==> config.mk <==
export PLATFORM = sky130hd
export DESIGN_NAME = egs_top
export DESIGN_NICKNAME = d
export VERILOG_FILES = /design/src/include/egs_pkg.sv /design/src/verilog/egs_top.sv
export SDC_FILE = /design/constraint.sdc
export NUM_CORES = 1
export LEC_CHECK = 0
export BUFFER_PORTS_ARGS = -buffer_cell sky130_fd_sc_hd__buf_2
export CORE_AREA = 2 2 159 161
export DETAILED_ROUTE_END_ITERATION = 12
export DIE_AREA = 0 0 161 163
export PLACE_DENSITY = 0.67
export SLEW_MARGIN = 20
export SYNTH_ARGS = -nofsm -noshare
export SYNTH_HDL_FRONTEND = slang
export SYNTH_SLANG_ARGS = --single-unit
==> constraint.sdc <==
create_clock -name CLK -period 3.27 [get_ports CLK]
set_clock_uncertainty 0.1 [all_clocks]
set_input_delay 0.4905 -clock CLK [delete_from_list [all_inputs] [get_ports CLK]]
set_output_delay 0.4905 -clock CLK [all_outputs]
set_load 0.05 [all_outputs]
==> src/include/egs_pkg.sv <==
// package of constants for the electronic gear supervisor
package egs_pkg;
	// register byte offsets
	localparam logic [11:0] CTRL_OFFSET   = 12'h000;
	localparam logic [11:0] CFG_OFFSET    = 12'h004;
	localparam logic [11:0] CMD_OFFSET    = 12'h008;
	localparam logic [11:0] STATUS_OFFSET = 12'h00c;
	localparam logic [11:0] ERROR_OFFSET  = 12'h010;
	localparam logic [11:0] LIMIT_OFFSET  = 12'h014;
	localparam logic [11:0] FEED_OFFSET   = 12'h018;
	localparam logic [11:0] POS_OFFSET    = 12'h01c;
	// control bits
	localparam int CTRL_MANUAL     = 0;
	localparam int CTRL_FORCED_END = 1;
	localparam int CTRL_PAUSE      = 2;
	localparam int CTRL_UNLOCK     = 3;
	localparam int CTRL_ERR_RESET  = 4;
	localparam int CTRL_DECEL      = 5;
	localparam int CTRL_SYS_ERR    = 6;
	localparam int CTRL_TASK_ERR   = 7;
	localparam int CTRL_AXIS_ERR   = 8;
	localparam logic [31:0] CTRL_RESET = 32'h0000_0000;
	// configuration bits
	localparam int CFG_MODE_LSB   = 0;
	localparam int CFG_REPEAT     = 2;
	localparam int CFG_HANDWHEEL  = 3;
	localparam int CFG_HW_X4      = 4;
	localparam int CFG_LIMITS_ON  = 5;
	localparam int CFG_ORIGIN_OK  = 6;
	localparam int CFG_BACKLASH   = 7;
	localparam int CFG_UNIT_LSB   = 8;
	localparam logic [31:0] CFG_RESET = 32'h0000_0000;
	localparam logic [1:0] MODE_STOP  = 2'h0;
	localparam logic [1:0] MODE_PASS  = 2'h1;
	localparam logic [1:0] MODE_INPOS = 2'h2;
	// command codes
	localparam logic [1:0] CMD_START    = 2'h1;
	localparam logic [1:0] CMD_CANCEL   = 2'h2;
	localparam logic [1:0] CMD_CONTINUE = 2'h3;
	// error bits
	localparam int ERR_CW      = 0;
	localparam int ERR_CCW     = 1;
	localparam int ERR_ESTOP   = 2;
	localparam int ERR_ALARM   = 3;
	localparam int ERR_SOFTLIM = 4;
	localparam int ERR_OVERFLOW = 5;
	localparam logic [5:0] ERR_RESET = 6'h00;
	localparam logic [15:0] FEED_RESET = 16'hffff;
	localparam logic [15:0] LIMIT_RESET = 16'h7fff;
	localparam logic [15:0] BACKLASH_PULSES = 16'h0004;
	localparam logic [15:0] SPEED_WINDOW = 16'h0100;
	typedef enum logic [4:0] {
		ST_IDLE    = 5'h01,
		ST_GEAR    = 5'h02,
		ST_PAUSED  = 5'h04,
		ST_DRAIN   = 5'h08,
		ST_HALTED  = 5'h10
	} egs_state_type;
endpackage

==> src/verilog/egs_top.sv <==
// electronic gear supervisor for one operating axis
// Notes on behaviour
// RQ1: stop mode with repeat end never completes; cancel then does nothing.
// RQ2: pass or in-position-off mode: cancel command ends an active gear.
// RQ3: manual mode pauses gear at once; resume only if axis unmoved.
// RQ4: forced block end stops at once; continue flushes queue, restarts block.
// RQ5: pause bit halts at once; resume only if axis unmoved.
// RQ6: servo unlock halts at once; no continuation allowed.
// RQ7: axis operating flag held high while gearing.
// RQ8: positioning completed flag held low while gearing.
// RQ9: error counter reset stops tasks; its release restarts preread.
// RQ10: deceleration stop drains remaining error counter pulses, then stops.
// RQ11: limit inputs raise cw or ccw overtravel error, immediate stop.
// RQ12: emergency stop input raises error, immediate stop.
// RQ13: driver alarm input raises error, immediate stop.
// RQ14: handwheel selectable as input; counting follows its setting.
// RQ15: system error stops gearing at once.
// RQ16: task error stops gearing in this task at once.
// RQ17: axis error stops gearing at once.
// RQ18: minimum unit and pulse rate settings do not affect gearing.
// RQ19: soft limits checked only when configured and origin established.
// RQ20: command speed above max feed rate raises ratio overflow error.
// RQ21: backlash compensation applied on direction changes while gearing.
// RQ22: in-position check on cancel by mode; on stops always.
// RQ23: immediate stop cuts command pulses; PULSE_OUT is low from the next cycle on.
//
// Design decisions made here: the register addresses and the APB register port.
`timescale 1ns/1ps
`default_nettype none
module egs_top (
	input  wire logic        CLK,
	input  wire logic        RST,
	input  wire logic        PSEL,
	input  wire logic        PENABLE,
	input  wire logic        PWRITE,
	input  wire logic [11:0] PADDR,
	input  wire logic [31:0] PWDATA,
	output logic      [31:0] PRDATA,
	output logic             PREADY,
	output logic             PSLVERR,
	input  wire logic        INPUT_STEP,
	input  wire logic        INPUT_DIR,
	input  wire logic        HANDWHEEL_A,
	input  wire logic        HANDWHEEL_B,
	input  wire logic        LIMIT_CW,
	input  wire logic        LIMIT_CCW,
	input  wire logic        ESTOP,
	input  wire logic        DRIVER_ALARM,
	input  wire logic        AXIS_MOVED,
	input  wire logic        IN_POSITION,
	output logic             PULSE_OUT,
	output logic             DIR_OUT,
	output logic             AXIS_OPERATING,
	output logic             POS_COMPLETED,
	output logic             PREREAD_RESTART,
	output logic             QUEUE_FLUSH
);
	// ==========================================================
	// registers
	logic [31:0]                  ctrl;
	logic [31:0]                  cfg;
	logic [5:0]                   err;
	logic [15:0]                  feed_max;
	logic [15:0]                  soft_limit;
	logic signed [15:0]           position;
	logic [15:0]                  drain_count;
	logic [15:0]                  speed_count;
	logic [15:0]                  speed_window;
	logic [2:0]                   backlash_left;
	logic                         last_dir;
	logic                         hw_a_prev;
	logic                         err_reset_prev;
	logic                         moved_in_pause;
	logic                         resume_from_block;
	egs_pkg::egs_state_type       state;
	logic                         wr;
	logic                         cmd_wr;
	logic [1:0]                   cmd;
	logic                         stop_now;
	logic                         hard_stop;
	logic                         soft_pause;
	logic                         in_step;
	logic                         in_dir;
	logic                         next_pulse;
	logic                         can_finish;
	logic                         gearing;
	logic [5:0]                   next_err;
	logic [1:0]                   mode;
	logic                         mode_pass;
	logic [15:0]                  window_len;
	logic                         over_limit;
	logic                         over_high;
	logic                         over_low;
	logic                         do_cancel;
	logic                         continue_ok;
	localparam logic [2:0]        BACKLASH_LEN = egs_pkg::BACKLASH_PULSES[2:0];
	// ==========================================================
	// bus decode and mode
	assign window_len = egs_pkg::SPEED_WINDOW;
	assign wr     = PSEL && PENABLE && PWRITE;
	assign cmd_wr = wr && (PADDR == egs_pkg::CMD_OFFSET);
	assign cmd    = PWDATA[1:0];
	assign mode   = cfg[egs_pkg::CFG_MODE_LSB +: 2];
	assign mode_pass = (mode == egs_pkg::MODE_PASS) || (mode == egs_pkg::MODE_INPOS);
	assign gearing = (state == egs_pkg::ST_GEAR);
	// ==========================================================
	// stop conditions
	assign next_err[egs_pkg::ERR_CW]    = err[egs_pkg::ERR_CW] || (gearing && LIMIT_CW);              // RQ11
	assign next_err[egs_pkg::ERR_CCW]   = err[egs_pkg::ERR_CCW] || (gearing && LIMIT_CCW);            // RQ11
	assign next_err[egs_pkg::ERR_ESTOP] = err[egs_pkg::ERR_ESTOP] || (gearing && ESTOP);              // RQ12
	assign next_err[egs_pkg::ERR_ALARM] = err[egs_pkg::ERR_ALARM] || (gearing && DRIVER_ALARM);       // RQ13
	assign over_high  = $signed({position[15], position}) > $signed({1'b0, soft_limit});
	assign over_low   = $signed({position[15], position}) < -$signed({1'b0, soft_limit});
	assign over_limit = over_high || over_low;
	assign next_err[egs_pkg::ERR_SOFTLIM] = err[egs_pkg::ERR_SOFTLIM] || (gearing
		&& cfg[egs_pkg::CFG_LIMITS_ON] && cfg[egs_pkg::CFG_ORIGIN_OK] && over_limit);             // RQ19
	assign next_err[egs_pkg::ERR_OVERFLOW] = err[egs_pkg::ERR_OVERFLOW]
		|| (gearing && speed_count > feed_max);                                                   // RQ20
	assign hard_stop = LIMIT_CW || LIMIT_CCW || ESTOP || DRIVER_ALARM || (|next_err)
		|| ctrl[egs_pkg::CTRL_SYS_ERR] || ctrl[egs_pkg::CTRL_TASK_ERR]
		|| ctrl[egs_pkg::CTRL_AXIS_ERR] || ctrl[egs_pkg::CTRL_UNLOCK]
		|| ctrl[egs_pkg::CTRL_ERR_RESET];                                                        // RQ15 RQ16 RQ17 RQ6 RQ9
	assign soft_pause = ctrl[egs_pkg::CTRL_MANUAL] || ctrl[egs_pkg::CTRL_PAUSE]
		|| ctrl[egs_pkg::CTRL_FORCED_END];                                                       // RQ3 RQ5 RQ4
	assign stop_now = hard_stop || soft_pause;
	// ==========================================================
	// input axis selection, unit and pulse rate unused
	always_comb begin
		if (cfg[egs_pkg::CFG_HANDWHEEL]) begin                                                   // RQ14
			in_step = cfg[egs_pkg::CFG_HW_X4] ? (HANDWHEEL_A != hw_a_prev) : (HANDWHEEL_A && !hw_a_prev);
			in_dir  = HANDWHEEL_B;
		end else begin
			in_step = INPUT_STEP;
			in_dir  = INPUT_DIR;
		end
	end                                                                                          // RQ18
	// ==========================================================
	// handwheel edge history
	always_ff @(posedge CLK) begin
		if (RST) begin
			hw_a_prev <= 1'b0;
		end else begin
			hw_a_prev <= HANDWHEEL_A;
		end
	end
	// ==========================================================
	// pulse generation
	always_comb begin
		next_pulse = 1'b0;
		if (gearing && !stop_now && in_step && backlash_left == 3'h0) begin                      // RQ23
			next_pulse = 1'b1;
		end else if (state == egs_pkg::ST_DRAIN && drain_count != 16'h0000 && !hard_stop) begin // RQ10
			next_pulse = 1'b1;
		end
	end
	always_ff @(posedge CLK) begin
		if (RST) begin
			PULSE_OUT <= 1'b0;
			DIR_OUT   <= 1'b0;
			last_dir  <= 1'b0;
			backlash_left <= 3'h0;
		end else begin
			PULSE_OUT <= next_pulse;
			if (gearing && in_step && in_dir != last_dir && cfg[egs_pkg::CFG_BACKLASH]) begin   // RQ21
				backlash_left <= BACKLASH_LEN;
				last_dir      <= in_dir;
				DIR_OUT       <= in_dir;
			end else if (backlash_left != 3'h0 && gearing) begin
				backlash_left <= backlash_left - 3'h1;
			end else if (gearing && in_step) begin
				last_dir <= in_dir;
				DIR_OUT  <= in_dir;
			end
		end
	end
	always_ff @(posedge CLK) begin
		if (RST) begin
			position <= 16'sh0000;
		end else if (next_pulse) begin
			position <= DIR_OUT ? position - 16'sh0001 : position + 16'sh0001;
		end
	end
	// ==========================================================
	// speed over a fixed window
	always_ff @(posedge CLK) begin
		if (RST) begin
			speed_window <= 16'h0000;
			speed_count  <= 16'h0000;
		end else if (speed_window == window_len - 16'h0001) begin
			speed_window <= 16'h0000;
			speed_count  <= 16'h0000;
		end else begin
			speed_window <= speed_window + 16'h0001;
			if (gearing && in_step) begin
				speed_count <= speed_count + 16'h0001;
			end
		end
	end
	// ==========================================================
	// command decode
	assign can_finish = mode_pass || !cfg[egs_pkg::CFG_REPEAT];                                 // RQ1
	assign do_cancel  = cmd_wr && cmd == egs_pkg::CMD_CANCEL && gearing && can_finish
		&& mode_pass;                                                                            // RQ2
	assign continue_ok = cmd_wr && cmd == egs_pkg::CMD_CONTINUE && !soft_pause && IN_POSITION;  // RQ22
	// ==========================================================
	// state machine
	always_ff @(posedge CLK) begin
		if (RST) begin
			state <= egs_pkg::ST_IDLE;
			moved_in_pause <= 1'b0;
			resume_from_block <= 1'b0;
			drain_count <= 16'h0000;
		end else begin
			unique case (state)
				egs_pkg::ST_IDLE: begin
					if (cmd_wr && cmd == egs_pkg::CMD_START && !stop_now) begin
						state <= egs_pkg::ST_GEAR;
					end
				end
				egs_pkg::ST_GEAR: begin
					if (hard_stop) begin
						state <= egs_pkg::ST_HALTED;
					end else if (soft_pause) begin
						state <= egs_pkg::ST_PAUSED;
						moved_in_pause <= 1'b0;
						resume_from_block <= ctrl[egs_pkg::CTRL_FORCED_END];
					end else if (ctrl[egs_pkg::CTRL_DECEL]) begin
						state <= egs_pkg::ST_DRAIN;
						drain_count <= {13'h0000, backlash_left} + 16'h0001;
					end else if (do_cancel && (IN_POSITION || mode == egs_pkg::MODE_INPOS)) begin // RQ22
						state <= egs_pkg::ST_IDLE;
					end
				end
				egs_pkg::ST_PAUSED: begin
					if (AXIS_MOVED) begin
						moved_in_pause <= 1'b1;
					end
					if (hard_stop) begin
						state <= egs_pkg::ST_HALTED;
					end else if (continue_ok) begin                                               // RQ22
						if (resume_from_block) begin
							state <= egs_pkg::ST_GEAR;                                            // RQ4
						end else if (!moved_in_pause && !AXIS_MOVED) begin
							state <= egs_pkg::ST_GEAR;                                            // RQ3 RQ5
						end else begin
							state <= egs_pkg::ST_HALTED;
						end
					end
				end
				egs_pkg::ST_DRAIN: begin
					if (hard_stop || drain_count == 16'h0000) begin
						state <= egs_pkg::ST_IDLE;
					end else begin
						drain_count <= drain_count - 16'h0001;
					end
				end
				egs_pkg::ST_HALTED: begin
					if (!hard_stop && !soft_pause && cmd_wr && cmd == egs_pkg::CMD_CANCEL && err == 6'h00) begin
						state <= egs_pkg::ST_IDLE;                                                // RQ6
					end
				end
				default: begin
					state <= egs_pkg::ST_IDLE;
				end
			endcase
		end
	end
	// ==========================================================
	// status outputs
	always_ff @(posedge CLK) begin
		if (RST) begin
			AXIS_OPERATING  <= 1'b0;
			POS_COMPLETED   <= 1'b1;
			PREREAD_RESTART <= 1'b0;
			QUEUE_FLUSH     <= 1'b0;
			err_reset_prev  <= 1'b0;
		end else begin
			AXIS_OPERATING  <= (state == egs_pkg::ST_GEAR) || (state == egs_pkg::ST_DRAIN);   // RQ7
			POS_COMPLETED   <= !((state == egs_pkg::ST_GEAR) || (state == egs_pkg::ST_DRAIN)) && IN_POSITION; // RQ8
			err_reset_prev  <= ctrl[egs_pkg::CTRL_ERR_RESET];
			PREREAD_RESTART <= err_reset_prev && !ctrl[egs_pkg::CTRL_ERR_RESET];               // RQ9
			QUEUE_FLUSH     <= state == egs_pkg::ST_PAUSED && resume_from_block && continue_ok; // RQ4
		end
	end
	// ==========================================================
	// apb slave
	always_ff @(posedge CLK) begin
		if (RST) begin
			ctrl       <= egs_pkg::CTRL_RESET;
			cfg        <= egs_pkg::CFG_RESET;
			feed_max   <= egs_pkg::FEED_RESET;
			soft_limit <= egs_pkg::LIMIT_RESET;
			err        <= egs_pkg::ERR_RESET;
		end else begin
			if (wr && PADDR == egs_pkg::CTRL_OFFSET) begin
				ctrl <= PWDATA;
			end
			if (wr && PADDR == egs_pkg::CFG_OFFSET) begin
				cfg <= PWDATA;
			end
			if (wr && PADDR == egs_pkg::FEED_OFFSET) begin
				feed_max <= PWDATA[15:0];
			end
			if (wr && PADDR == egs_pkg::LIMIT_OFFSET) begin
				soft_limit <= PWDATA[15:0];
			end
			if (wr && PADDR == egs_pkg::ERROR_OFFSET) begin
				err <= next_err & ~PWDATA[5:0] | (next_err & ~err);
			end else begin
				err <= next_err;
			end
		end
	end
	// ==========================================================
	// apb read path
	always_ff @(posedge CLK) begin
		if (RST) begin
			PRDATA  <= 32'h0000_0000;
			PREADY  <= 1'b0;
			PSLVERR <= 1'b0;
		end else begin
			PREADY  <= PSEL && !PENABLE;
			PSLVERR <= 1'b0;
			PRDATA  <= 32'h0000_0000;
			if (PSEL && !PENABLE) begin
				unique case (PADDR)
					egs_pkg::CTRL_OFFSET:   PRDATA <= ctrl;
					egs_pkg::CFG_OFFSET:    PRDATA <= cfg;
					egs_pkg::CMD_OFFSET:    PRDATA <= 32'h0000_0000;
					egs_pkg::STATUS_OFFSET: PRDATA <= {27'h0000000, state};
					egs_pkg::ERROR_OFFSET:  PRDATA <= {26'h0000000, err};
					egs_pkg::LIMIT_OFFSET:  PRDATA <= {16'h0000, soft_limit};
					egs_pkg::FEED_OFFSET:   PRDATA <= {16'h0000, feed_max};
					egs_pkg::POS_OFFSET:    PRDATA <= {{16{position[15]}}, position};
					default: begin
						PRDATA  <= 32'h0000_0000;
						PSLVERR <= 1'b1;
					end
				endcase
			end
		end
	end
endmodule
`default_nettype wire

### After elaboration in Yosys (flattened, before gate mapping)

Index checks and enable logic that the tools add are counted.

| word-level totals | value |
|---|---|
| output and inout port bits | 40 |
| bits of input ports | 59 |
| word-level logic and storage cells | 210 |
| register bits after elaboration | 218 |

| cells by class | value |
|---|---|
| magnitude comparators | 3 |
| $add $sub $neg | 8 |
| mux-type cells | 35 |
| bitwise operators | 7 |
| eq/ne operators | 32 |
| reductions and logical operators | 100 |

Operators by type and width:

| kind | number |
|---|---|
| 32-bit case mux with 7 select lines | 1 |
| 16-bit two-way mux | 5 |
| 5-bit two-way mux | 11 |
| 12-bit by 5-bit == test with 1-bit output (second input constant) | 4 |
| 1-bit logical AND | 46 |
| 16-bit by 1-bit adder with 16-bit output (second input constant) | 2 |
| 16-bit case mux with 2 select lines | 1 |
| 5-bit case mux with 5 select lines | 1 |
| 12-bit by 4-bit == test with 1-bit output (second input constant) | 2 |
| 1-bit logical OR | 24 |
| 2-bit != test (second input constant) | 10 |
| 16-bit by 17-bit greater-than comparator with 1-bit output | 1 |
| 16-bit by 17-bit < comparator with 1-bit output | 1 |
| 16-bit negator with 17-bit output | 1 |
| 16-bit by 2-bit adder with 16-bit output (second input constant) | 1 |
| 16-bit by 8-bit == test with 1-bit output (second input constant) | 1 |
| 16-bit greater-than comparator | 1 |
| 16-bit zero test | 1 |
| 16-bit nonzero test | 1 |
| 16-bit by 1-bit subtractor with 16-bit output (second input constant) | 1 |
| 16-bit by 2-bit subtractor with 16-bit output (second input constant) | 1 |
| 6-bit AND | 2 |
| 12-bit by 3-bit == test with 1-bit output (second input constant) | 1 |
| 12-bit zero test | 1 |
| 31 further kinds | 64 |

### Depth between registers and ports, before layout

| depth | value |
|---|---|
| depth after elaboration | 19 |
| gate-level depth with buffers | 17 |
| depth with buffers taken out | 15 |

### Worst setup path before layout

No wires, ideal clock.

| path | value |
|---|---|
| path kind | register to register |
| from | reg soft_limit[3] |
| to | reg position[14] |
| arrival | 3.323 ns |
| period minus slack after synthesis | 3.557 ns |
| library setup time | 0.135 ns |
| path buffers | 2 |
| cell stages (with the launch flop) | 18 |
| slack | -0.287 ns |
| cell sequence | dfxtp_1 -> inv_1 -> nand4_1 -> nor2_1 -> nand2_1 -> or4_1 -> xnor2_1 -> ha_1 -> a21o_1 -> a211oi_1 -> nor2_1 -> o41ai_1 -> nand4_1 -> and4_1 -> buf_4 -> buf_2 -> o311ai_0 -> o21ai_0 |

| on the way | value |
|---|---|
| longest elaborated chain between the ends | 18 |
| elaborated cells on any way between the ends | 22 |

RTL lines:

| item | line | source |
|---|---|---|
| from (decl) | egs_top.sv:64 | `logic [15:0] soft_limit;` |
| from (signal assigned) | egs_top.sv:292 | `soft_limit <= egs_pkg::LIMIT_RESET;` |
| from (signal assigned) | egs_top.sv:305 | `soft_limit <= PWDATA[15:0];` |
| 16-bit negator with 17-bit output | egs_top.sv:113 | `assign over_low = $signed({position[15], position}) < -$signed({1'b0, soft_limit});` |
| 16-bit by 17-bit < comparator with 1-bit output | egs_top.sv:113 |  |
| 1-bit logical OR (*) | egs_top.sv:114 | `assign over_limit = over_high \|\| over_low;` |
| 1-bit logical AND (*) | egs_top.sv:116 | `&& cfg[egs_pkg::CFG_LIMITS_ON] && cfg[egs_pkg::CFG_ORIGIN_OK] && over_limit);` |
| 1-bit logical OR (*) | egs_top.sv:115 | `assign next_err[egs_pkg::ERR_SOFTLIM] = err[egs_pkg::ERR_SOFTLIM] \|\| (gearing` |
| 6-bit OR reduction (*) | egs_top.sv:119 | `assign hard_stop = LIMIT_CW \|\| LIMIT_CCW \|\| ESTOP \|\| DRIVER_ALARM \|\| (\|next_err)` |
| 1-bit logical OR (*) | egs_top.sv:119 |  |
| 1-bit logical OR (*) (2 in series) | egs_top.sv:120 | `\|\| ctrl[egs_pkg::CTRL_SYS_ERR] \|\| ctrl[egs_pkg::CTRL_TASK_ERR]` |
| 1-bit logical OR (*) (2 in series) | egs_top.sv:121 | `\|\| ctrl[egs_pkg::CTRL_AXIS_ERR] \|\| ctrl[egs_pkg::CTRL_UNLOCK]` |
| 1-bit logical OR (*) | egs_top.sv:122 | `\|\| ctrl[egs_pkg::CTRL_ERR_RESET];` |
| 1-bit logical OR | egs_top.sv:125 | `assign stop_now = hard_stop \|\| soft_pause;` |
| 1-bit zero test | egs_top.sv:150 | `if (gearing && !stop_now && in_step && backlash_left == 3'h0) begin` |
| 1-bit logical AND (3 in series) | egs_top.sv:150 |  |
| 1-bit two-way mux (*) | egs_top.sv:150 |  |
| to (signal assigned) | egs_top.sv:180 | `position <= DIR_OUT ? position - 16'sh0001 : position + 16'sh0001;` |
| to (decl) | egs_top.sv:65 | `logic signed [15:0] position;` |

Mark *: on every way between the ends. The rest lies on a longest branch, timed or not.
A chain may end at the register's enable or synchronous reset.

### Worst setup path in the final report

| path | value |
|---|---|
| from | reg soft_limit[5] |
| to | reg position[2] |

Same word-level chain as after synthesis.

==> results.md <==
- The fraction of the cycle the final worst path needs is 1.164.
- Of the post-synthesis cell area, the dominant cell type holds 0.4012.
- The Yosys step of the flow raised 0 warnings.
- The number of nets in the synthesized netlist is 1448.
- Summed over all instances, the cell type with the most area after synthesis is sky130_fd_sc_hd__dfxtp_1.
- Of the total power, combinational logic draws 0.027.
- The CTS tree is built.
- The final reports fail on setup timing.
- The post-layout instance count excluding filler cells is 1816.
- CTS saw 218 sinks.
- The gate count of the mapped netlist is 1316.
- The total die area is 26240 sq um.
- The run finished, with violations left.
- After synthesis, the cell types taking the most area are sky130_fd_sc_hd__dfxtp_1, sky130_fd_sc_hd__ha_1, sky130_fd_sc_hd__nand2_1.
- The most numerous cell type found on the critical path is sky130_fd_sc_hd__nor2_1.
- Clock-pin slew was measured on the worst setup and hold paths at 0.06 ns.
- Measured against its own limit, the worst slew margin works out to 0.2622.
- The largest single stage delay on the critical path is 0.48 ns.
- The clock share of power is 0.498.
- 99 I/O pins were placed.
- The required time of the worst setup path is 3.57 ns.
- By startpoint and endpoint, the worst setup path is classified as flip-flop to flip-flop.
- The count of different cell masters after synthesis is 62.
- At the end of routability-driven placement, the weighted congestion stood at 0.9377.
- The maximum clock rate is 262.8 MHz.
- The endpoint arrival time on the critical path is 4.10 ns.
- The analysis attributes to cell leakage a power of 5.332 nW.
- The number of buffers on the longest clock path is 3.
- The total routed wirelength is 31580 um.
- In this run the power spent charging and discharging nets is 0.001225 W.
- The final count of pins violating max slew came to 0.
- The number of levels in the clock H-tree is 1.
- The number of hold violations in the final report is 0.
- The slew at the pin closest to its max-slew limit is 1.107 ns.
- The net count of the finished layout is 1600.
- The worst-case IR drop observed on VDD is 0.4132 mV.
- The worst path in the final design needs a cycle of 3.805 ns, including I/O delays and setup.
- The standard cell core area is 24670 sq um.
- The worst setup path is launched from a flip-flop.
- The most frequently used flop master after synthesis is sky130_fd_sc_hd__dfxtp_1.
- The cell sitting at the root of the clock tree is a sky130_fd_sc_hd__clkbuf_16.
- The total global-route track usage is 0.2329.
- Timing analysis after detailed placement gives a worst setup slack of -0.3971 ns.
- The flip-flop and latch count after synthesis is 218.
- The number of flops mapped to enable cells by yosys is 0.
- Setup repair after global routing could not meet its margin everywhere.
- The switching power as a share of total power is 0.2182.
- In the final routed layout, each cell accounts on average for 17.39 um.
- The maximum fanout encountered on the critical timing path is 6.
- Hold is met by 0.09929 ns.
- The ratio of total power to cell area is 423.2 nW/um^2.
- From left edge to right edge, the die measures 161 um.
- Each instance of the synthesized netlist takes up on average 8.265 sq um.
- The type of the tightest min-delay check is input port to flip-flop.
- Clock tree synthesis inserted a total of 25 buffers.
- The starting density of the core is 0.4408.
- The largest net degree at the start of global routing is 75.
- The final antenna diode count is 0.
- The count of fill cells added during filler insertion is 2292.
- The internal power of the cells totals 0.004390 W.
- The initial DRC count is 864.
- The ratio of cells with drive above 1 in the final layout is 0.1965.
- At the later pin of the worst-skew pair, clock insertion delay measures 0.53 ns.
- After layout, the worst setup slack is -0.5353 ns.
- Of the total power, registers draw 0.475.
- The post-route core utilization is 0.5378.
- For this run, the detailed router's first-pass iteration total came to 7.
- Buffers placed on the I/O ports in this run total 98.
- Compared with the post-synthesis result, the final layout area differs by 21.99%.
- The share of flip-flops with an asynchronous set or reset after synthesis is 0.
- The overall die height is 163 um.
- The detailed-route DRC error count is 0.
- The via count of the first global-routing pass is 9720.
- The wire length of the first global-routing pass is 49710 um.
- The vias per cell is 5.668.
- Summed over all layers, the global routing overflow is 0.
- The routed via count is 10293.
- After detailed placement, the design holds a cell count of 1761.
- The number of antenna violations at the first check in global routing is 0.
- The max-cap check violation count is 0.
- The synthesized netlist occupies a cell area of 10880 sq um.
- The signal on the critical path passes through inv_2 -> nand4_1 -> nor2_1 -> nand2_1 -> or4_4 -> xnor2_2 -> ha_1 -> a21o_1 -> a211oi_2 -> nor2_1 -> o41ai_2 -> nand4_1 -> buf_4 -> buf_4 -> and4_4 -> buf_8 -> mux2i_1 -> nor2_1.
- The number of routed nets with antenna violations is 0.
- The final number of setup-violating endpoints is 40.
- The wire-length estimate of the detail-placed layout is 22410 um.
- After floorplanning, the core was divided into 58 placement rows.
- STA classifies the critical path endpoint as a flip-flop.
- The cell at the slowest stage of the critical path is sky130_fd_sc_hd__or4_4.
- The sequential-to-total area share from yosys stat is 0.4012.
-- power by group through the flow --
stage | Sequential (W) | Clock (W) | Combinational [W]
5_1_grt | 0.00266 | 0.00295 | 0.000164
2_1_floorplan | 0.00273 | 0 | 0.0000579
4_1_cts | 0.00266 | 0.00283 | 0.000149
6_report | 0.00266 | 0.00280 | 0.000153
3_5_place_dp | 0.00272 | 0 | 0.000145
3_3_place_gp | 0.00272 | 0 | 0.000144
-- path summary, 6_finish.rpt --
| path | from | to | slack, ns | cells after the start |
|---|---|---|---|---|
| worst max-delay path | soft_limit[5]$_SDFFE_PP1P_ | position[2]$_SDFFE_PP0P_ | -0.54 | 18 |
| worst min register to register | cfg[21]$_SDFFE_PP0P_ | cfg[21]$_SDFFE_PP0P_ | 0.35 | 2 |
| worst max register to register | soft_limit[5]$_SDFFE_PP1P_ | position[2]$_SDFFE_PP0P_ | -0.54 | 18 |
| worst min-delay path | HANDWHEEL_A | hw_a_prev$_SDFF_PP0_ | 0.1 | 2 |
-- routing by layer --
metal  GRT usage  share of wire
met1      0.3020           0.43
met2      0.3898           0.46
met4     0.08563          0.033
met3     0.04049          0.074
met5           0              0
-- per-stage QoR --
step,setup TNS (ns),cell area (sq um),total power (W)
after floorplan,-0.5702,10910,0.002786
after global placement,-9.489,12250,0.002867
after detailed placement,-11.77,12250,0.002868
after CTS,-12.22,13160,0.005643
after global routing,-22.81,13270,0.005775
final,-15.22,13270,0.005615
-- cells by family after synthesis --
group / after synthesis / synth area share
adder cells (fa/ha/maj): 73 / 0.08467
AND/OR/NAND/NOR: 501 / 0.2151
buffers and inverters: 121 / 0.04452
AO/OA/AOI/OAI: 335 / 0.1974
multiplexers: 18 / 0.01679
XOR/XNOR: 50 / 0.04026
flip-flops: 218 / 0.4012
-- synthesized netlist by cell type, types with 5 or more instances --
cell type and n:
sky130_fd_sc_hd__o211ai_1 35, sky130_fd_sc_hd__nand4_1 19, sky130_fd_sc_hd__nor3_1 37, sky130_fd_sc_hd__mux2i_1 16, sky130_fd_sc_hd__nor2b_1 10, sky130_fd_sc_hd__or4_1 6, sky130_fd_sc_hd__nand3_1 35, sky130_fd_sc_hd__o31ai_1 10
sky130_fd_sc_hd__a311oi_1 7, sky130_fd_sc_hd__a21o_1 8, sky130_fd_sc_hd__a222oi_1 20, sky130_fd_sc_hd__nor2_1 94, sky130_fd_sc_hd__a22oi_1 29, sky130_fd_sc_hd__nand2b_1 5, sky130_fd_sc_hd__xor2_1 20, sky130_fd_sc_hd__a21oi_1 140
sky130_fd_sc_hd__clkbuf_1 59, sky130_fd_sc_hd__o21ai_0 32, sky130_fd_sc_hd__o21a_1 7, sky130_fd_sc_hd__or3_1 14, sky130_fd_sc_hd__a31oi_1 14, sky130_fd_sc_hd__xnor2_1 30, sky130_fd_sc_hd__and3_1 16, sky130_fd_sc_hd__dfxtp_1 218
sky130_fd_sc_hd__nand2_1 219, sky130_fd_sc_hd__nor4_1 12, sky130_fd_sc_hd__inv_1 54, sky130_fd_sc_hd__a211oi_1 8, sky130_fd_sc_hd__ha_1 72
-- sequential cells by signal, indices dropped and copies added (netlist names), 3 cells and up --
name,flops
soft_limit,16
speed_window,16
PRDATA,32
err,6
ctrl,32
backlash_left,3
state,5
position,16
feed_max,16
drain_count,16
cfg,32
speed_count,16
-- timing repair --
item | 4_1_cts | 5_1_grt
endpoints found under the setup margin | 40 | 41
gates resized for setup | 16 | 24
buffers inserted | 5 | 2
pin swaps | 7 | 9
cloned | 2 | 1
hold buffers | 0 | 0
-- worst max-delay path, delay by kind of cell, from the launching register on --
family / cells / cell delay [ns]
mux: 1 / 0.20
compound gates: 3 / 0.75
xor+xnor: 1 / 0.15
fa+ha+maj: 1 / 0.29
simple gates: 8 / 1.34
flops: 1 / 0.33
buf+inv: 4 / 0.50
-- cells in the final DEF (no fill, tap or decap), types with 6 or more instances in the layout --
cell,synthesis,layout
sky130_fd_sc_hd__xor2_1,20,20
sky130_fd_sc_hd__a311oi_1,7,7
sky130_fd_sc_hd__o21ai_0,32,27
sky130_fd_sc_hd__nor3_1,37,30
sky130_fd_sc_hd__or3_1,14,14
sky130_fd_sc_hd__nand3_1,35,33
sky130_fd_sc_hd__a21oi_1,140,134
sky130_fd_sc_hd__o211ai_1,35,35
sky130_fd_sc_hd__xnor2_1,30,28
sky130_fd_sc_hd__ha_1,72,72
sky130_fd_sc_hd__a21o_1,8,8
sky130_fd_sc_hd__nor2_1,94,93
sky130_fd_sc_hd__clkbuf_16,0,25
sky130_fd_sc_hd__nor3_2,0,7
sky130_fd_sc_hd__buf_2,4,98
sky130_fd_sc_hd__a222oi_1,20,20
sky130_fd_sc_hd__a211oi_1,8,6
sky130_fd_sc_hd__o31ai_1,10,10
sky130_fd_sc_hd__dfxtp_1,218,216
sky130_fd_sc_hd__buf_4,2,84
sky130_fd_sc_hd__clkbuf_1,59,7
sky130_fd_sc_hd__nor2b_1,10,10
sky130_fd_sc_hd__inv_1,54,50
sky130_fd_sc_hd__o21a_1,7,7
sky130_fd_sc_hd__a22oi_1,29,28
sky130_fd_sc_hd__nor4_1,12,9
sky130_fd_sc_hd__mux2i_1,16,16
sky130_fd_sc_hd__and3_1,16,16
sky130_fd_sc_hd__nand4_1,19,19
sky130_fd_sc_hd__a21oi_2,0,6
sky130_fd_sc_hd__a31oi_1,14,14
sky130_fd_sc_hd__nand2_1,219,218
-- final cells by class --
type,instances,area [sq um],share of cell area
multi-input cells,977,6190,0.4665
flip-flops and latches,218,4367,0.3291
repair buffers,192,1276,0.09618
clock buffers,37,720.7,0.05431
well taps,330,412.9,0.03112
inverters,54,202.7,0.01528
clock inverters,8,100.1,0.007544
No activity file was read; power rests on OpenSTA's default activity.
